--- config.mk ---
export PLATFORM = sky130hd
export DESIGN_NAME = regulator_startup_fault_sequencer
export DESIGN_NICKNAME = d
export VERILOG_FILES = /design/src/rtl/seq_pkg.sv /design/src/rtl/flag_if.sv /design/src/rtl/flag_sync.sv /design/src/rtl/regulator_startup_fault_sequencer.sv
export SDC_FILE = /design/constraint.sdc
export NUM_CORES = 1
export LEC_CHECK = 0
export BUFFER_PORTS_ARGS = -buffer_cell sky130_fd_sc_hd__buf_2
export CAP_MARGIN = 30
export CORE_MARGIN = 4
export CORE_UTILIZATION = 52
export CTS_CLUSTER_SIZE = 16
export DETAILED_ROUTE_END_ITERATION = 7
export HOLD_SLACK_MARGIN = 0.03
export PLACE_DENSITY = 0.74
export SLEW_MARGIN = 20
export SYNTH_ARGS = -nofsm -noshare
export SYNTH_HDL_FRONTEND = slang
export SYNTH_SLANG_ARGS = --single-unit
--- constraint.sdc ---
create_clock -name mclk_i -period 6.25 [get_ports mclk_i]
set_input_delay 0.9375 -clock mclk_i [delete_from_list [all_inputs] [get_ports mclk_i]]
set_output_delay 0.9375 -clock mclk_i [all_outputs]
set_load 0.005 [all_outputs]
--- src/rtl/seq_pkg.sv ---
// Constants and types shared by the regulator start-up and fault sequencer.
//
// Behaviour
// Soft-start begins 384 cycles after enable, bias supplies and clock lock.
// Enable hysteresis current sink is on until the system is enabled.
// Shutdown, fault or supply loss resets soft-start and gates at once.
// Soft-start counter advances once per phase pulse over 2560 cycles.
// PWM is blocked from drivers until the first soft-start pulse.
// First switching cycle holds low-side on to charge bootstrap.
// Pre-charge above target below 113% withholds switching until reached.
// Enable low, pre-charge 113..120%: low-side on at 113%, off at 87%.
// Pre-charge above 120% latches the device off.
// Power-good stays low until soft-start completes.
// Power-good drops on disable or window fault held three cycles.
// Undervoltage armed after soft-start; below -13% drops power-good.
// Overvoltage above 120% latches high-side off; low-side off below 87%.
// Overvoltage latch holds enable and power-good low until bias cycles.
// Enable low and output above 113% turns low-side on until 87%.
// Over-temperature pulls shared enable low until the flag clears.
// Per-phase overcurrent must persist 7 cycles before being declared.
// Share bus above 1.2V reference also declares overcurrent.
// Declared overcurrent pulls enable low and turns both drives off.
// After overcurrent wait three soft-start intervals then retry.
// Trip during retry pulls enable low, interval expires, delay repeats.
// Shared wired-OR enable: any fault pulls low, low disables all. Code pulls only on overcurrent, OV/pre-charge latch and over-temperature.
// Sync missing 13 cycles disables until relock, then fresh soft-start.
// Analog comparator flags are synchronised before use.
`default_nettype none
package seq_pkg;
    // ------------------------------------------------------------------
    // Timing counts, in switching (phase) clock cycles, and counter widths.
    // ------------------------------------------------------------------
    localparam int unsigned START_DELAY_CYC = 384;
    localparam int unsigned SS_RAMP_CYC     = 2560;
    localparam int unsigned HICCUP_SS_MULT  = 3;
    localparam int unsigned PG_FILT_CYC     = 3;
    localparam int unsigned OC_FILT_CYC     = 7;
    localparam int unsigned SYNC_LOSS_CYC   = 13;
    localparam int unsigned CNT_W           = 14;
    localparam int unsigned FILT_W          = 4;

    // Sequencer states, one-hot.
    typedef enum logic [6:0] {
        ST_OFF    = 7'b000_0001,
        ST_DELAY  = 7'b000_0010,
        ST_SOFT   = 7'b000_0100,
        ST_RUN    = 7'b000_1000,
        ST_HICCUP = 7'b001_0000,
        ST_OVLAT  = 7'b010_0000,
        ST_PRELAT = 7'b100_0000
    } seq_state_t;
endpackage
`default_nettype wire

--- src/rtl/flag_if.sv ---
// Interface carrying synchronised comparator flags between modules.
`default_nettype none
interface flag_if #(parameter int unsigned N = 12);
    logic [N-1:0] raw;
    logic [N-1:0] sync;
    modport src (output raw, input sync);
    modport syn (input raw, output sync);
endinterface
`default_nettype wire

--- src/rtl/flag_sync.sv ---
// Two-stage synchroniser for asynchronous comparator flags.
`default_nettype none
module flag_sync #(
    parameter int unsigned N = 12
) (
    // Clock and reset.
    input  wire logic mclk_i,
    input  wire logic sys_rst_i,
    // Flag bundle.
    flag_if.syn       flags
);
    logic [N-1:0] meta_ff;
    logic [N-1:0] sync_ff;

    // Second stage alone reads the first stage.
    always_ff @(posedge mclk_i) begin
        if (sys_rst_i) begin
            meta_ff <= '0;
            sync_ff <= '0;
        end else begin
            meta_ff <= flags.raw;
            sync_ff <= meta_ff;
        end
    end

    assign flags.sync = sync_ff;
endmodule
`default_nettype wire

--- src/rtl/regulator_startup_fault_sequencer.sv ---
// Start-up, soft-start and fault sequencer of a switching regulator.
`default_nettype none
module regulator_startup_fault_sequencer
    import seq_pkg::*;
#(
    parameter int unsigned START_DELAY = START_DELAY_CYC,
    parameter int unsigned SS_CYCLES   = SS_RAMP_CYC,
    parameter int unsigned SYNC_LOSS   = SYNC_LOSS_CYC
) (
    // Clock and reset.
    input  wire logic             mclk_i,
    input  wire logic             sys_rst_i,
    // Asynchronous status and comparator flags.
    input  wire logic             en_above_thr_i,
    input  wire logic             bias_ok_i,
    input  wire logic             pll_lock_i,
    input  wire logic             sync_clock_input_i,
    input  wire logic             out_above_target_i,
    input  wire logic             out_above_113_i,
    input  wire logic             out_above_120_i,
    input  wire logic             out_below_87_i,
    input  wire logic             out_below_uv_i,
    input  wire logic             out_window_ok_i,
    input  wire logic             over_temp_i,
    input  wire logic             phase_oc_i,
    input  wire logic             share_bus_oc_i,
    // Loop-side inputs on the switching clock.
    input  wire logic             pwm_i,
    input  wire logic             ref_reached_out_i,
    // Shared enable line (open drain) and drives.
    output logic                  en_pull_low_oe_o,
    output logic                  en_pull_low_o,
    output logic                  hyst_sink_en_o,
    output logic                  high_side_drive_o,
    output logic                  low_side_drive_o,
    output logic                  power_good_flag_o,
    output logic [CNT_W-1:0]      ss_ref_o,
    output logic                  overvoltage_protect_o,
    output logic                  overcurrent_protect_o,
    output logic                  undervoltage_indication_o
);
    // ------------------------------------------------------------------
    // Flag synchronisation.
    // ------------------------------------------------------------------
    localparam int unsigned NFLAG = 14;
    flag_if #(.N(NFLAG)) flags ();
    assign flags.raw = {sync_clock_input_i, en_above_thr_i, bias_ok_i,
                        pll_lock_i, out_above_target_i, out_above_113_i,
                        out_above_120_i, out_below_87_i, out_below_uv_i,
                        out_window_ok_i, over_temp_i, phase_oc_i,
                        share_bus_oc_i, 1'b0};

    flag_sync #(.N(NFLAG)) u_sync (
        .mclk_i    (mclk_i),
        .sys_rst_i (sys_rst_i),
        .flags     (flags)
    );

    logic s_sync, s_en, s_bias, s_lock, s_tgt, s_113, s_120, s_87, s_uv;
    logic s_win, s_ot, s_poc, s_soc, s_unused;
    assign {s_sync, s_en, s_bias, s_lock, s_tgt, s_113, s_120, s_87, s_uv,
            s_win, s_ot, s_poc, s_soc, s_unused} = flags.sync;

    // ------------------------------------------------------------------
    // Registers.
    // ------------------------------------------------------------------
    seq_state_t        state_ff, nxt_state;
    logic [CNT_W-1:0]  cnt_ff;
    logic [1:0]        hic_ff;
    logic [FILT_W-1:0] oc_cnt_ff;
    logic [FILT_W-1:0] pg_cnt_ff;
    logic [FILT_W-1:0] sync_cnt_ff;
    logic              sync_prev_ff;
    logic              sync_lost_ff;
    logic              first_pulse_ff;
    logic              boot_ff;
    logic              wait_ref_ff;
    logic              ls_clamp_ff;
    logic              ot_hold_ff;
    logic              ls_ov_ff;
    logic              oc_evt;
    logic              ready;
    logic              line_low;

    // Shared line is seen low when our own pull or a sibling holds it low.
    assign line_low = !s_en || en_pull_low_oe_o;
    // Start qualification.
    assign ready    = s_en && s_bias && s_lock && !sync_lost_ff;
    // Declared overcurrent from either path.
    assign oc_evt   = (oc_cnt_ff >= FILT_W'(OC_FILT_CYC)) || s_soc;

    // ------------------------------------------------------------------
    // Per-phase overcurrent persistence filter.
    // ------------------------------------------------------------------
    // Saturating count of consecutive tripped cycles.
    always_ff @(posedge mclk_i) begin
        if (sys_rst_i || !s_poc) begin
            oc_cnt_ff <= '0;
        end else if (oc_cnt_ff < FILT_W'(OC_FILT_CYC)) begin
            oc_cnt_ff <= oc_cnt_ff + FILT_W'(1);
        end
    end

    // ------------------------------------------------------------------
    // Sync clock loss watchdog.
    // ------------------------------------------------------------------
    // Any edge on the synchronised sync input restarts the count; a
    // static line for 13 cycles disables until the loop relocks.
    always_ff @(posedge mclk_i) begin
        if (sys_rst_i) begin
            sync_prev_ff <= 1'b0;
            sync_cnt_ff  <= '0;
            sync_lost_ff <= 1'b0;
        end else begin
            sync_prev_ff <= s_sync;
            if (s_sync != sync_prev_ff) begin
                sync_cnt_ff <= '0;
            end else if (sync_cnt_ff < FILT_W'(SYNC_LOSS)) begin
                sync_cnt_ff <= sync_cnt_ff + FILT_W'(1);
            end
            if (sync_cnt_ff >= FILT_W'(SYNC_LOSS) - FILT_W'(1)) begin
                sync_lost_ff <= 1'b1;
            end else if (!s_lock) begin
                sync_lost_ff <= sync_lost_ff;
            end else if (s_sync != sync_prev_ff) begin
                sync_lost_ff <= 1'b0;
            end
        end
    end

    // ------------------------------------------------------------------
    // Next-state logic.
    // ------------------------------------------------------------------
    always_comb begin
        nxt_state = state_ff;
        unique case (state_ff)
            ST_OFF: begin
                if (s_120 && !s_bias) begin
                    nxt_state = ST_OFF;
                end else if (s_120) begin
                    nxt_state = ST_PRELAT;
                end else if (ready && !line_low) begin
                    nxt_state = ST_DELAY;
                end
            end
            ST_DELAY: begin
                if (!ready || line_low) begin
                    nxt_state = ST_OFF;
                end else if (cnt_ff == CNT_W'(START_DELAY - 1)) begin
                    nxt_state = ST_SOFT;
                end
            end
            ST_SOFT: begin
                if (s_120) begin
                    nxt_state = ST_OVLAT;
                end else if (oc_evt) begin
                    nxt_state = ST_HICCUP;
                end else if (!ready || line_low) begin
                    nxt_state = ST_OFF; // see R03
                end else if (cnt_ff == CNT_W'(SS_CYCLES - 1)) begin
                    nxt_state = ST_RUN;
                end
            end
            ST_RUN: begin
                if (s_120) begin
                    nxt_state = ST_OVLAT;
                end else if (oc_evt) begin
                    nxt_state = ST_HICCUP;
                end else if (!ready || line_low) begin
                    nxt_state = ST_OFF;
                end
            end
            ST_HICCUP: begin
                // Interval expires, then three soft-start delays.
                if (hic_ff == 2'(HICCUP_SS_MULT) &&
                    cnt_ff == CNT_W'(SS_CYCLES - 1)) begin
                    nxt_state = ST_DELAY;
                end
            end
            ST_OVLAT:  nxt_state = ST_OVLAT;
            ST_PRELAT: nxt_state = ST_PRELAT;
            default:   nxt_state = ST_OFF;
        endcase
        // Only a bias supply cycle clears the latches.
        if (!s_bias && state_ff != ST_HICCUP) begin
            nxt_state = ST_OFF;
        end
    end

    // ------------------------------------------------------------------
    // State, interval counter and hiccup interval count.
    // ------------------------------------------------------------------
    always_ff @(posedge mclk_i) begin
        if (sys_rst_i) begin
            state_ff <= ST_OFF;
            cnt_ff   <= '0;
            hic_ff   <= '0;
        end else begin
            state_ff <= nxt_state;
            if (nxt_state != state_ff) begin
                cnt_ff <= '0;
                hic_ff <= '0;
            end else if (state_ff == ST_HICCUP &&
                         cnt_ff == CNT_W'(SS_CYCLES - 1)) begin
                cnt_ff <= '0;
                hic_ff <= hic_ff + 2'd1;
            end else begin
                cnt_ff <= cnt_ff + CNT_W'(1);
            end
        end
    end

    // ------------------------------------------------------------------
    // Pre-charge handling, first pulse and bootstrap cycle.
    // ------------------------------------------------------------------
    always_ff @(posedge mclk_i) begin
        if (sys_rst_i || state_ff != ST_SOFT && state_ff != ST_RUN) begin
            first_pulse_ff <= 1'b0;
            boot_ff        <= 1'b0;
            wait_ref_ff    <= 1'b0;
        end else begin
            // Output already above target: hold off until ramp catches up.
            if (state_ff == ST_SOFT && cnt_ff == '0) begin
                wait_ref_ff <= s_tgt && !s_113;
            end else if (ref_reached_out_i) begin
                wait_ref_ff <= 1'b0;
            end
            if (pwm_i && !wait_ref_ff && !first_pulse_ff) begin
                first_pulse_ff <= 1'b1;
                boot_ff        <= 1'b1;
            end else begin
                boot_ff        <= 1'b0;
            end
        end
    end

    // ------------------------------------------------------------------
    // Non-latched low-side clamp with enable low, and OV latch clamp.
    // ------------------------------------------------------------------
    // Hysteresis 113%/87% protects siblings sharing the load.
    always_ff @(posedge mclk_i) begin
        if (sys_rst_i) begin
            ls_clamp_ff <= 1'b0;
            ls_ov_ff    <= 1'b0;
        end else begin
            if (line_low && s_113) begin
                ls_clamp_ff <= 1'b1; // see R08
            end else if (s_87 || !line_low) begin
                ls_clamp_ff <= 1'b0;
            end
            if (state_ff != ST_OVLAT && nxt_state == ST_OVLAT) begin
                ls_ov_ff <= 1'b1;
            end else if (s_87 || state_ff != ST_OVLAT) begin
                ls_ov_ff <= 1'b0;
            end
        end
    end

    // ------------------------------------------------------------------
    // Over-temperature hold of the shared line.
    // ------------------------------------------------------------------
    always_ff @(posedge mclk_i) begin
        if (sys_rst_i) begin
            ot_hold_ff <= 1'b0;
        end else begin
            ot_hold_ff <= s_ot;
        end
    end

    // ------------------------------------------------------------------
    // Power-good window filter.
    // ------------------------------------------------------------------
    // Counts consecutive window or undervoltage faults once running.
    always_ff @(posedge mclk_i) begin
        if (sys_rst_i || state_ff != ST_RUN) begin
            pg_cnt_ff <= '0;
        end else if (!s_win || s_uv) begin
            if (pg_cnt_ff < FILT_W'(PG_FILT_CYC)) begin
                pg_cnt_ff <= pg_cnt_ff + FILT_W'(1); // see R11
            end
        end else begin
            pg_cnt_ff <= '0;
        end
    end

    // ------------------------------------------------------------------
    // Registered outputs.
    // ------------------------------------------------------------------
    // Gates are decided from the next state so a fault changes them on
    // the very next edge, well under 100 ns at this clock.
    always_ff @(posedge mclk_i) begin
        if (sys_rst_i) begin
            en_pull_low_oe_o          <= 1'b0;
            en_pull_low_o             <= 1'b0;
            hyst_sink_en_o            <= 1'b1;
            high_side_drive_o         <= 1'b0;
            low_side_drive_o          <= 1'b0;
            power_good_flag_o         <= 1'b0;
            ss_ref_o                  <= '0;
            overvoltage_protect_o     <= 1'b0;
            overcurrent_protect_o     <= 1'b0;
            undervoltage_indication_o <= 1'b0;
        end else begin
            // Pull the shared line on overcurrent, overvoltage, pre-charge latch or over-temperature.
            en_pull_low_oe_o <= nxt_state == ST_HICCUP ||
                                nxt_state == ST_OVLAT ||
                                nxt_state == ST_PRELAT || s_ot || ot_hold_ff;
            en_pull_low_o    <= 1'b0;
            // Sink on while not enabled.
            hyst_sink_en_o   <= !(nxt_state == ST_SOFT ||
                                  nxt_state == ST_RUN);
            if (nxt_state == ST_SOFT || nxt_state == ST_RUN) begin
                high_side_drive_o <= first_pulse_ff && !boot_ff &&
                                     !wait_ref_ff && pwm_i;
                low_side_drive_o  <= boot_ff || (first_pulse_ff &&
                                     !wait_ref_ff && !pwm_i);
            end else begin
                high_side_drive_o <= 1'b0; // see R03
                low_side_drive_o  <= ls_clamp_ff || ls_ov_ff;
            end
            ss_ref_o <= (state_ff == ST_SOFT) ? cnt_ff :
                        (state_ff == ST_RUN) ? CNT_W'(SS_CYCLES) : '0;
            // Power-good only after soft-start.
            power_good_flag_o <= nxt_state == ST_RUN && state_ff == ST_RUN
                                 && pg_cnt_ff < FILT_W'(PG_FILT_CYC)
                                 || (state_ff == ST_SOFT &&
                                     nxt_state == ST_RUN);
            overvoltage_protect_o <= nxt_state == ST_OVLAT ||
                                     nxt_state == ST_PRELAT;
            overcurrent_protect_o <= nxt_state == ST_HICCUP;
            undervoltage_indication_o <= state_ff == ST_RUN && s_uv;
        end
    end
endmodule
`default_nettype wire

[Word level (Yosys, flattened, before mapping)]
Cells that the tools add are included.
Word-level totals
  bits in registers: 93
  input port bits: 17
  output and inout port bits: 23
  word-level logic and storage cells: 154
Operators by class
  add/sub/neg operators: 5
  order comparisons: 5
  eq/ne operators: 21
  multiplexer cells: 28
  bitwise operators: 2
  reductions and logical operators: 67
Operators with widths (number)
  $mux 7: 14
  $pmux 7 s7: 1
  $logic_and 1x1->1: 24
  $logic_or 1x1->1: 18
  $add 14x1->14 const B: 1
  $eq 14x12->1 const B: 1
  $eq 14x9->1 const B: 1
  $eq 7x3->1 const B: 2
  $eq 7x4->1 const B: 2
  $eq 7x5->1 const B: 2
  $eq 7x6->1 const B: 2
  $eq 7x7->1 const B: 2
  $logic_not 14->1: 1
  $mux 14: 1
  $logic_not 1->1: 13
  $add 4x1->4 const B: 3
  $mux 12: 1
  $mux 1: 11
  $reduce_bool 2->1: 5
  $reduce_or 2->1: 4
  $eq 7x1->1 const B: 1
  $eq 7x2->1 const B: 1
  $ne 7x3->1 const B: 1
  $ne 7x4->1 const B: 1
  14 further kinds: 15

[Logic depth before layout (Yosys ltp)]
Gate-level depths: netlist of run 1.
  depth in word-level cells: 15
  gate-level depth with buffers: 9
  mapped depth without buffers: 8

[Hierarchy]
A second synthesis of run 1 with hierarchy kept.
Second synthesis, totals
  cells, all modules: 423
  area, all modules: 4164.0 um2
By module, submodules not included
  regulator_startup_fault_sequencer: instances 1, cells an instance 365, area each 3385.7 um2, seq. area each 1301.2 um2
  flag_sync: instances 1, cells an instance 58, area each 778.2 um2, seq. area each 560.5 um2

[Worst setup path before layout of run 1]
No wires, ideal clock.
  path kind: register to register
  start point: register oc_cnt_ff[0]
  end point: register hic_ff[1]
  library setup time: 0.073 ns
  arrival time: 2.313 ns
  data required time: 6.177 ns
  path slack: 3.864 ns
  cell stages (with the launch flop): 9
  clock period less this slack: 2.386 ns
  cells stage by stage: dfxtp_1 -> ha_1 -> a211o_1 -> or4_4 -> mux2_4 -> a211oi_2 -> nand4_2 -> buf_6 -> nor3_4
Between the ends
  word-level cells in the longest chain between the ends: 8
RTL lines
  start, declared: RTL line regulator_startup_fault_sequencer.sv:70  | logic [FILT_W-1:0] oc_cnt_ff;
  start signal, assigned: RTL line regulator_startup_fault_sequencer.sv:100  | oc_cnt_ff <= oc_cnt_ff + FILT_W'(1);
  $ge 4x3->1 *: RTL line regulator_startup_fault_sequencer.sv:90  | assign oc_evt = (oc_cnt_ff >= FILT_W'(OC_FILT_CYC)) || s_soc;
  $logic_or 1x1->1 *: RTL line regulator_startup_fault_sequencer.sv:90
  $mux 7 (on tied branches): RTL line regulator_startup_fault_sequencer.sv:167, regulator_startup_fault_sequencer.sv:156
  $mux 7 (on tied branches): RTL line regulator_startup_fault_sequencer.sv:165, regulator_startup_fault_sequencer.sv:154
  $pmux 7 s7 *: RTL line regulator_startup_fault_sequencer.sv:136  | unique case (state_ff)
  $mux 7 *: RTL line regulator_startup_fault_sequencer.sv:185  | if (!s_bias && state_ff != ST_HICCUP) begin
  $ne 7x7->1 *: RTL line regulator_startup_fault_sequencer.sv:200  | if (nxt_state != state_ff) begin
  $reduce_or 2->1 (no line) *
  end signal, assigned: RTL line regulator_startup_fault_sequencer.sv:206  | hic_ff <= hic_ff + 2'd1;
  end, declared: RTL line regulator_startup_fault_sequencer.sv:69  | logic [1:0] hic_ff;
Mark *: on every way between the ends. The rest lies on a longest branch, timed or not.
A chain may end at the register's enable or synchronous reset.

[Final worst setup path of run 1]
  start point: register oc_cnt_ff[0]
  end point: register cnt_ff[11]
Between the ends
  word-level cells in the longest chain between the ends: 8
RTL lines
  $ge 4x3->1 *: RTL line regulator_startup_fault_sequencer.sv:90
  $logic_or 1x1->1 *: RTL line regulator_startup_fault_sequencer.sv:90
  $mux 7 (on tied branches): RTL line regulator_startup_fault_sequencer.sv:167, regulator_startup_fault_sequencer.sv:156
  $mux 7 (on tied branches): RTL line regulator_startup_fault_sequencer.sv:165, regulator_startup_fault_sequencer.sv:154
  $pmux 7 s7 *: RTL line regulator_startup_fault_sequencer.sv:136
  $mux 7 *: RTL line regulator_startup_fault_sequencer.sv:185
  $ne 7x7->1 *: RTL line regulator_startup_fault_sequencer.sv:200
  $reduce_or 3->1 (no line) *
  end signal, assigned: RTL line regulator_startup_fault_sequencer.sv:208  | cnt_ff <= cnt_ff + CNT_W'(1);
  end, declared: RTL line regulator_startup_fault_sequencer.sv:68  | logic [CNT_W-1:0] cnt_ff;
Marks and branches as above.

==> results.md, run 1 <==
* Worst Max-Slew Pin Slew at approximately 700 ps
* Final nets at between 400 and 500
* Core Rows at 30
* Type of origin of the critical path: register
* CTS Root Cell: clkbuf_8
* Hold worst-path end: u_sync.flags.sync[5]$_SDFF_PP0_
* Antenna Cells at 0
* Yosys top cell by area: dfxtp_1
* Sequential share of the synthesized area at 0.480
* Fin Clk Skew at ~13 ps
* Initial antenna violation count at 0
* Peak VDD IR at between 0.1 and 0.15 mV
* Cell count after synthesis at 399
* CP max FO at 16
* DR iter-0 viols at approximately 370
* HP Start: u_sync.meta_ff[5]$_SDFF_PP0_
* Port bufs at 38
* WL per Instance at roughly 14 um
* Worst skew pair latency at roughly 360 ps
* Min Tclk post-route at between 2000 and 3000 ps
* Worst reg2reg endpoint: cnt_ff[11]$_SDFF_PP0_
* Top-area cell type share of the netlist area at 0.480
* EDFF count, synth at 0
* Starting density of the core at 0.547
* Average cell area after synthesis at 9.52 um^2
* Setup violations, final at 0
* Area contributors post-synth: dfxtp_1 (48%), nor2b_1 (5.6%), nor2_1 (3.4%)
* Ys Warns at 0
* Core Util, Final at 0.616
* Die area at 8740 um^2
* Vias per Instance at 5.46
* Total track usage at 0.184
* Die Wd at slightly above 90 um
* CTS tree: built
* Drt drc at 0
* Maximum clock frequency at around 340 MHz
* Status: completed
* Distinct cells, synth at ~60
* Number of synthesized register bits at 91
* WL final at around 7.5 mm
* Lkg Pwr at approximately 1.7 nW
* Synthesized area at between 3000 and 4000 um^2
* Worst path required time at roughly 6500 ps
* DIE HEIGHT at about 93 um
* Unrepaired setup endpoints after global routing: no
* Core ar. at approximately 7000 um^2
* Htree depth at 3
* Clock slew at reported path FFs at ~80 ps
* Ports at 40
* Global-route wire length before repair at 12.6 mm
* Worst reg2reg startpoint: oc_cnt_ff[0]$_SDFFE_PP0N_
* Worst hold stages at 1
* DR pass1 iterations at 5
* CP max stage cell: nand4_2
* Worst Setup End Kind: register
* Total gr overflow at 0
* Slowest cell delay on critical path at approximately 500 ps
* CTS resizes at 0
* Clock Sinks at between 90 and 100
* R2R cell count at 7
* Total negative slack at 0 ps
* Post-route antenna net violation count at 0
* Rel. slew slack at 0.532
* PD cells at approximately 250 nW/um^2
* Cell chain of the critical path: ha_1 > a211o_1 > or4_4 > mux2_4 > a211oi_2 > nand4_2 > nor4_1
* Reg2Reg Setup Slack at between 3000 and 4000 ps
* Vias in the first global route at 2628
* Final Non-Filler Cells at 533
* Critical path class: reg2reg
* Max cap viols at 0
* Ys async rst share at 0
* Vias at ~2900
* Share of post-route cells with drive strength above 1 at 0.181
* Routability cong. at roughly 1
* Fin. Hold Viols at 0
* Fin. max-slew vios at 0
* TritonCTS Buffers at 9
* Syn Nets at around 420
* Post-Place Cells at slightly above 500
* Post-CTS Hold Fix Bufs at 0
* HP Class: reg2reg
* Post CTS Setup Buffer Count at 0
* Final Cycle Share at 0.466
* DP HPWL at ~5.3 mm
* Longest Clk Path Bufs at 2
* Hold WS at 438 ps
* Largest net degree at the start of global routing at 53
* Post-synth top flop: dfxtp_1
* Area Growth Syn to Fin at 12.7%
* Arrival @ worst endpoint at 3170 ps
layer usage:
metal / GRT usage / up-vias / routed length [um]
met1: 0.248 / 1328 / 3440
met2: 0.275 / 100 / 3380
met3: 0.0467 / 20 / 443
met5: 0 / - / 0
li1: - / 1462 / -
met4: 0.0818 / 0 / 202
area by class of cell:
class / count / area (um^2)
clock buffer: 11 / 151
clock inverter: 5 / 83.8
fill: 605 / 2660
inverter: 13 / 48.8
multi-input combinational: 276 / 1840
sequential: 91 / 1820
tap: 96 / 120
timing repair buffer: 41 / 214
registers in the layout (all words and copies together), names as in the netlist, 4 cells and up:
name               flops
oc_cnt_ff              4
ss_ref_o              14
state_ff               7
cnt_ff                14
u_sync.meta_ff        13
u_sync.flags.sync     13
pg_cnt_ff              4
sync_cnt_ff            4
placed cells by master (no fill, tap or decap), types with 4 or more instances in the layout:
cell,instances
o21ai_0,8
nand2_1,17
nand2b_1,6
nor3_1,15
clkbuf_8,11
nor4_1,13
and4_1,6
dfxtp_1,91
xor2_1,12
nand4_1,7
and3_1,8
nor2b_1,34
nand3_1,10
ha_1,7
nor3_2,9
mux2i_1,4
and2_1,13
buf_2,39
a21oi_1,14
xnor2_1,7
nor2_1,34
inv_1,13
worst max-delay path, delay by kind of cell (launching register included):
kind	cells	cell delay, ps
AO/OA/AOI/OAI	2	580
adder cells (fa/ha/maj)	1	250
flip-flops	1	340
AND/OR/NAND/NOR	3	1320
multiplexers	1	310
per-stage QoR:
| stage | setup WS (ps) | instance area, um^2 | power [W] |
|---|---|---|---|
| 2_1_floorplan | 3860 | 3800 | 0.000642 |
| 3_3_place_gp | 3420 | 4030 | 0.000653 |
| 3_5_place_dp | 3360 | 4030 | 0.000654 |
| 4_1_cts | 3320 | 4260 | 0.00110 |
| 5_1_grt | 3160 | 4280 | 0.00114 |
| 6_report | 3340 | 4280 | 0.00109 |
where the power goes:
group | leakage (nW) | internal (W) | switching, W
combinational | 0.860 | 0.0000189 | 0.0000211
sequential | 0.740 | 0.000592 | 0.00000849
clock | 0.112 | 0.000248 | 0.000203
cells in the mapped netlist (3+ instances only):
library cell	count
ha_1	7
nor4b_1	3
nand2_1	17
nand4b_1	3
nand2b_1	6
o21ai_0	8
inv_1	13
clkbuf_1	14
a21oi_1	14
dfxtp_1	91
xor2_1	12
and2_1	13
nand4_1	7
and4_1	6
a22oi_1	3
nor4_1	13
nand3_1	10
nor2b_1	34
nor3_1	15
nand3b_1	3
nor3_2	9
nor2_1	34
xnor2_1	7
mux2i_1	4
and3_1	8
kinds of logic (layout without fill, tap and decap cells):
family | Yosys count | in the layout | synth area share
XOR/XNOR | 19 | 19 | 0.0438
multiplexers | 6 | 6 | 0.0175
buffers and inverters | 32 | 70 | 0.0359
adder cells (fa/ha/maj) | 7 | 7 | 0.0231
AO/OA/AOI/OAI | 48 | 48 | 0.0876
flip-flops | 91 | 91 | 0.480
other | 1 | 1 | 0.000987
AND/OR/NAND/NOR | 195 | 195 | 0.312
how the worst max path moves through the flow:
stage	startpoint	to	slack, ps	cells after the start
2_1_floorplan	oc_cnt_ff[0]$_SDFFE_PP0N_	hic_ff[1]$_SDFFE_PP0P_	3860	8
3_3_place_gp	oc_cnt_ff[0]$_SDFFE_PP0N_	cnt_ff[5]$_SDFF_PP0_	3420	7
3_5_place_dp	oc_cnt_ff[0]$_SDFFE_PP0N_	cnt_ff[9]$_SDFF_PP0_	3360	7
4_1_cts	oc_cnt_ff[0]$_SDFFE_PP0N_	cnt_ff[9]$_SDFF_PP0_	3320	7
5_1_grt	oc_cnt_ff[0]$_SDFFE_PP0N_	cnt_ff[5]$_SDFF_PP0_	3160	7
6_report	oc_cnt_ff[0]$_SDFFE_PP0N_	cnt_ff[11]$_SDFF_PP0_	3340	7
Note: power is estimated with default switching activity, not from simulation.
==> run 2, diff against run 1 <==
- ABC_AREA: unset -> 1
- PLACE_DENSITY: 0.74 -> 0.77
- clock period: 6.25 -> 2.4 ns (I/O delays scaled with it)
==> results.md, run 2 <==
* Status: completed
* Syn Nets at 522 (+23%)
* Post-synth top flop: dfxtp_1
* Fin Clk Skew at 13.6 ps (+0.498 ps)
* Core Util, Final at 0.608 (-0.00835)
* Worst skew pair latency at 360 ps (about the same)
* R2R cell count at 13 (+6)
* Fin. max-slew vios at 0 (unchanged)
* CP max FO at 14 (-2)
* Top Usage Layer GRT: met2
* Ys Warns at 0 (unchanged)
* Initial antenna violation count at 0 (unchanged)
* EDFF count, synth at 0 (unchanged)
* Core ar. at 7210 um^2 (+3.9%)
* Most frequent cells after synthesis: dfxtp_1 (91), nor2_1 (88), inv_1 (83)
* HP Start: phase_oc_i
* Number of synthesized register bits at 91 (unchanged)
* Die area at 8850 um^2 (+1.3%)
* Synthesized area at 3850 um^2 (+1.4%)
* Placed Area at 4150 um^2 (+3.0%)
* Worst hold stages at 3 (+2)
* Worst reg2reg startpoint: u_sync.flags.sync[12]$_SDFF_PP0_
* Drt drc at 0 (unchanged)
* Critical path class: reg2reg
* Hold worst-path end: u_sync.meta_ff[2]$_SDFF_PP0_
* Vias per Instance at 4.77 (-13%)
* Largest net degree at the start of global routing at 41 (-23%)
* Total gr overflow at 0 (unchanged)
* Final Cycle Share at 0.899 (+0.433)
* Top-area cell type share of the netlist area at 0.473 (-0.00685)
* Die Wd at 94.1 um (+0.66%)
* Longest Clk Path Bufs at 2 (unchanged)
* Clock Sinks at 91 (unchanged)
* Commonest non-fill, non-tap cell in the layout: dfxtp_1
* Type of origin of the critical path: register
* Fin. Hold Viols at 0 (unchanged)
* CTS tree: built
* Maximum clock frequency at 463 MHz (+35%)
* Worst Setup End Kind: register
* DR pass1 iterations at 4 (-1)
* Cell count after synthesis at 498 (+25%)
* Total track usage at 0.186 (+0.00239)
* Peak VDD IR at 0.405 mV (+170%)
* Sequential share of the synthesized area at 0.473 (-0.00685)
* Yosys top cell by area: dfxtp_1
* Area Growth Syn to Fin at 13.8%
* Top flop regs: cnt_ff x14, ss_ref_o x14
* WL per Instance at 11.9 um (-15%)
* Met1 track demand over resource at 0.225 (-0.0233)
* Core Rows at 31 (+3.3%)
* DIE HEIGHT at 94.1 um (+0.66%)
* Min Tclk post-route at 2160 ps (-754 ps)
* DP HPWL at 5.84 mm (+10%)
* Most frequent cells in the layout: dfxtp_1 (91), nor2_1 (88), inv_1 (83), nand2_1 (80), buf_2 (38)
* Clock slew at reported path FFs at 90 ps (about the same)
* Reg2Reg Setup Slack at 240 ps (-3100 ps)
* Ports at 40 (unchanged)
* Met3 Use GR at 0.0409 (-0.00580)
* Port bufs at 38 (unchanged)
* Global-route wire length before repair at 13.0 mm (+2.9%)
* Post-route antenna net violation count at 0 (unchanged)
* Met2 GRT Util at 0.306 (+0.0312)
* Max cap viols at 0 (unchanged)
* Setup violations, final at 0 (unchanged)
* Area contributors post-synth: dfxtp_1 (47%), nor2_1 (8.6%), inv_1 (8.1%)
* Worst Max-Slew Pin Slew at 525 ps (-174 ps)
* Arrival @ worst endpoint at 2450 ps (-720 ps)
* DR iter-0 viols at 98 (-73%)
* PD cells at 638 nW/um^2 (+150%)
* CTS Root Cell: clkbuf_8
* WL final at 7.70 mm (+3.2%)
* Top-count cell post-synth: dfxtp_1
* Htree depth at 3 (unchanged)
* CTS resizes at 0 (unchanged)
* Antenna Cells at 0 (unchanged)
* TritonCTS Buffers at 9 (unchanged)
* Final nets at 568 (+25%)
* Rel. slew slack at 0.647 (+0.115)
* Ys async rst share at 0 (unchanged)
* Worst reg2reg endpoint: cnt_ff[1]$_SDFF_PP0_
* Unrepaired setup endpoints after global routing: no
* Design area at 4390 um^2 (+2.5%)
* Vias at 3089 (+6.2%)
* Average cell area after synthesis at 7.74 um^2 (-19%)
* Distinct cells, synth at 39 (-36%)
* Lkg Pwr at 2.04 nW (+19%)
* Share of post-route cells with drive strength above 1 at 0.186 (+0.00501)
* Routability cong. at 0.890 (-12%)
* HP Class: in2reg
* Vias in the first global route at 2957 (+13%)
* Worst path required time at 2690 ps (-3820 ps)
* Total negative slack at 0 ps (unchanged)
* Starting density of the core at 0.534 (-0.0129)
==> run 2: changes by cell type after synthesis, moves of 9 or more <==
| cell | previous run | this run |
|---|---|---|
| nor2_4 | 0 | 13 |
| and2_1 | 13 | 1 |
| nor4_1 | 13 | 3 |
| nand3_1 | 10 | 24 |
| nand2_1 | 17 | 80 |
| nor3_2 | 9 | 0 |
| clkbuf_1 | 14 | 4 |
| nor2_1 | 34 | 88 |
| inv_1 | 13 | 83 |
| nor2b_1 | 34 | 0 |
==> run 2: what timing repair did <==
item                                    in CTS  in global routing
endpoints found under the setup margin       0                 14
hold buffers                                 0                  0
buffers inserted                             0                  1
hold endpoints to repair                     0                  0
==> run 2: worst max-delay path, stage by stage (launching register included) <==
cell and delay [ps]:
dfxtp_1 350, inv_1 40, nor2_1 160, nand3_1 240, nor2_1 260, nand2_1 170, nand4_1 130, nand2_1 50
nor2_1 90, nand2_1 90, nor2_4 140, nand4_4 90, buf_12 190, nor2_1 90
==> run 2: stage by stage <==
stage	hold slack, ps	worst slack [ps]	total power (W)	instances
3_5_place_dp	392	24.8	0.00171	631
4_1_cts	187	4.28	0.00281	647
3_3_place_gp	389	70.6	0.00170	631
2_1_floorplan	388	486	0.00167	498
6_report	199	242	0.00280	648
5_1_grt	180	31.8	0.00291	648
==> run 2: cell type report <==
class	count	area, um^2
fillers	662	2830
flip-flops and latches	91	1820
multi-input cells	308	1640
inverters	91	342
repair buffers	43	240
clock buffers	11	151
well taps	99	124
clock inverters	5	67.6
==> run 2: worst max-delay path by stage <==
stage	startpoint	to	slack, ps
finish	u_sync.flags.sync[12]$_SDFF_PP0_	cnt_ff[1]$_SDFF_PP0_	240
global route	u_sync.flags.sync[12]$_SDFF_PP0_	cnt_ff[1]$_SDFF_PP0_	30
CTS	u_sync.flags.sync[12]$_SDFF_PP0_	cnt_ff[1]$_SDFF_PP0_	4
detailed placement	u_sync.flags.sync[12]$_SDFF_PP0_	cnt_ff[1]$_SDFF_PP0_	20
global placement	u_sync.flags.sync[12]$_SDFF_PP0_	cnt_ff[0]$_SDFF_PP0_	70
floorplan	cnt_ff[0]$_SDFF_PP0_	cnt_ff[6]$_SDFF_PP0_	490
==> run 2: routing by layer <==
metal / vias to the layer above / share of wire / wire [um]
li1: 1625 / - / -
met1: 1377 / 0.45 / 3500
met2: 67 / 0.47 / 3630
met3: 20 / 0.044 / 339
met4: 0 / 0.030 / 231
met5: - / 0 / 0
==> run 2: cells by family (layout without fill, tap and decap cells) <==
group	after synthesis	in the layout	share of synthesized area
other cells	1	1	0.000973
flops	91	91	0.473
compound gates	36	36	0.0555
buf+inv	99	150	0.102
xor+xnor	16	16	0.0364
simple gates	248	248	0.310
fa+ha+maj	7	7	0.0227
==> run 2: power breakdown <==
part           internal (W)  leakage, nW  switching, W
combinational     0.0000453         1.19     0.0000695
clock              0.000556        0.112      0.000569
sequential          0.00154        0.740     0.0000171
==> run 3, diff against run 2 <==
- CORE_MARGIN: 4 -> unset
- CORE_UTILIZATION: 52 -> 50
- PLACE_DENSITY: 0.77 -> 0.74
==> results.md, run 3 (synthesis gave the netlist of run 2 again) <==
* Maximum clock frequency at 461 MHz (-0.62%)
* Worst Setup End Kind: register
* Core Rows at 31 (unchanged)
* Core Util, Final at 0.597 (-0.0106)
* Die Wd at 89.8 um (-4.6%)
* Die area at 8060 um^2 (-8.9%)
* Most frequent cells in the layout: dfxtp_1 (91), nor2_1 (87), inv_1 (83), nand2_1 (79), buf_2 (38)
* Drt drc at 0 (unchanged)
* Fin. max-slew vios at 0 (unchanged)
* Clock slew at reported path FFs at 100 ps (about the same)
* Area Growth Syn to Fin at 14.3%
* Arrival @ worst endpoint at 2470 ps (+20 ps)
* Total track usage at 0.207 (+0.0214)
* CTS Root Cell: clkbuf_8
* CP max FO at 14 (unchanged)
* Post-Place Worst Slack at -31.1 ps (-56.0 ps)
* WL final at 7.61 mm (-1.2%)
* Largest net degree at the start of global routing at 41 (unchanged)
* Share of post-route cells with drive strength above 1 at 0.193 (+0.00693)
* Antenna Cells at 0 (unchanged)
* Routability cong. at 0.903 (+1.5%)
* Longest Clk Path Bufs at 2 (unchanged)
* Min Tclk post-route at 2170 ps (+13.5 ps)
* Ports at 40 (unchanged)
* Fill cells at 694 (+4.8%)
* Total gr overflow at 0 (unchanged)
* Delay-heaviest family, CP: simple AND/OR/NAND/NOR gates
* WL per Instance at 11.7 um (-1.4%)
* Rel. slew slack at 0.635 (-0.0123)
* TritonCTS Buffers at 9 (unchanged)
* Starting density of the core at 0.523 (-0.0112)
* DIE HEIGHT at 89.8 um (-4.6%)
* Port bufs at 38 (unchanged)
* CP bufs+invs at 2 (unchanged)
* Fin Clk Skew at 13.0 ps (-0.623 ps)
* Final nets at 569 (+0.18%)
* Type of origin of the critical path: register
* Global-route wire length before repair at 13.5 mm (+3.5%)
* Cell chain of the critical path: ha_1 > nand2_1 > nand2_1 > inv_1 > nand2_2 > nor2_2 > and2_1 > a21oi_2 > nand2_1 > nand2_1 > nand3_2 > nor2_4 > nand4_4 > buf_12 > nor2_1
* CP max stage cell: dfxtp_1
* Vias per Instance at 4.86 (+2.0%)
* DR pass1 iterations at 4 (unchanged)
* HP Class: in2reg
* Status: completed
* Post-route antenna net violation count at 0 (unchanged)
* Initial antenna violation count at 0 (unchanged)
* CTS tree: built
* Final Cycle Share at 0.905 (+0.00562)
* Top cell by count, worst path: nand2_1
* Max cap viols at 0 (unchanged)
* Fin worst setup slack at 229 ps (-13.5 ps)
* Worst path required time at 2700 ps (about the same)
* Core ar. at 7370 um^2 (+2.2%)
* Setup violations, final at 0 (unchanged)
* DR iter-0 viols at 143 (+46%)
* Lkg Pwr at 2.04 nW (about the same)
* Slowest cell delay on critical path at 380 ps (+30 ps)
* Clock Sinks at 91 (unchanged)
* Worst Max-Slew Pin Slew at 546 ps (+21.2 ps)
* PD cells at 632 nW/um^2 (-0.94%)
* Fin. Hold Viols at 0 (unchanged)
* Top flop regs: cnt_ff x14, ss_ref_o x14
* Peak VDD IR at 0.468 mV (+15%)
* Commonest non-fill, non-tap cell in the layout: dfxtp_1
* Vias at 3155 (+2.1%)
* DP HPWL at 5.74 mm (-1.8%)
* Critical path class: reg2reg
* Worst skew pair latency at 360 ps (about the same)
* Pwr Total at 0.00278 W (-0.57%)
* Vias in the first global route at 3020 (+2.1%)
* Htree depth at 3 (unchanged)
==> run 3: worst paths after layout <==
check,start,end,slack (ps),cells after the start
hold reg to reg,u_sync.meta_ff[3]$_SDFF_PP0_,u_sync.flags.sync[3]$_SDFF_PP0_,400,2
hold / removal,out_above_120_i,u_sync.meta_ff[7]$_SDFF_PP0_,200,3
setup reg to reg,oc_cnt_ff[0]$_SDFFE_PP0N_,cnt_ff[2]$_SDFF_PP0_,230,15
setup / recovery,oc_cnt_ff[0]$_SDFFE_PP0N_,cnt_ff[2]$_SDFF_PP0_,230,15
==> run 3: layout make-up <==
| type | instances | area (um^2) | area share |
|---|---|---|---|
| clock inverters | 7 | 93.8 | 0.0213 |
| repair buffers | 44 | 248 | 0.0563 |
| clock buffers | 9 | 124 | 0.0281 |
| flip-flops and latches | 91 | 1820 | 0.414 |
| well taps | 99 | 124 | 0.0281 |
| multi-input cells | 308 | 1650 | 0.375 |
| inverters | 91 | 342 | 0.0776 |
==> run 3: per-stage QoR <==
| step | setup TNS (ps) | instances | instance area (um^2) | hold slack (ps) |
|---|---|---|---|---|
| floorplan | 0 | 498 | 3850 | 388 |
| global placement | -44.7 | 632 | 4160 | 391 |
| detailed placement | -102 | 632 | 4160 | 392 |
| CTS | 0 | 649 | 4390 | 183 |
| global route | -3.47 | 649 | 4400 | 187 |
| finish | 0 | 649 | 4400 | 200 |
==> run 3: power by group <==
| part | total, W | leakage (nW) | switching [W] | internal (W) |
|---|---|---|---|---|
| clock network | 0.00110 | 0.107 | 0.000593 | 0.000510 |
| logic | 0.000120 | 1.19 | 0.0000725 | 0.0000472 |
| registers | 0.00156 | 0.740 | 0.0000179 | 0.00154 |
==> run 3: per-layer routing <==
layer | up-vias | share of wire | track usage
met5 | - | 0 | 0
met4 | 0 | 0.017 | 0.0820
met3 | 11 | 0.043 | 0.0457
met2 | 78 | 0.48 | 0.342
met1 | 1439 | 0.46 | 0.263
li1 | 1627 | - | -
==> run 3: worst reg2reg max path, stage by stage (launching register included) <==
cell and delay, ps:
dfxtp_1 380, ha_1 180, nand2_1 60, nand2_1 130, inv_1 80, nand2_2 120, nor2_2 70, and2_1 180
a21oi_2 180, nand2_1 70, nand2_1 70, nand3_2 90, nor2_4 130, nand4_4 100, buf_12 180, nor2_1 90
==> run 3: what timing repair did <==
| action | in CTS | in global routing |
|---|---|---|
| buffers inserted | 1 | 0 |
| hold buffers | 0 | 0 |
| endpoints found under the setup margin | 14 | 14 |
| resized for setup | 0 | 3 |
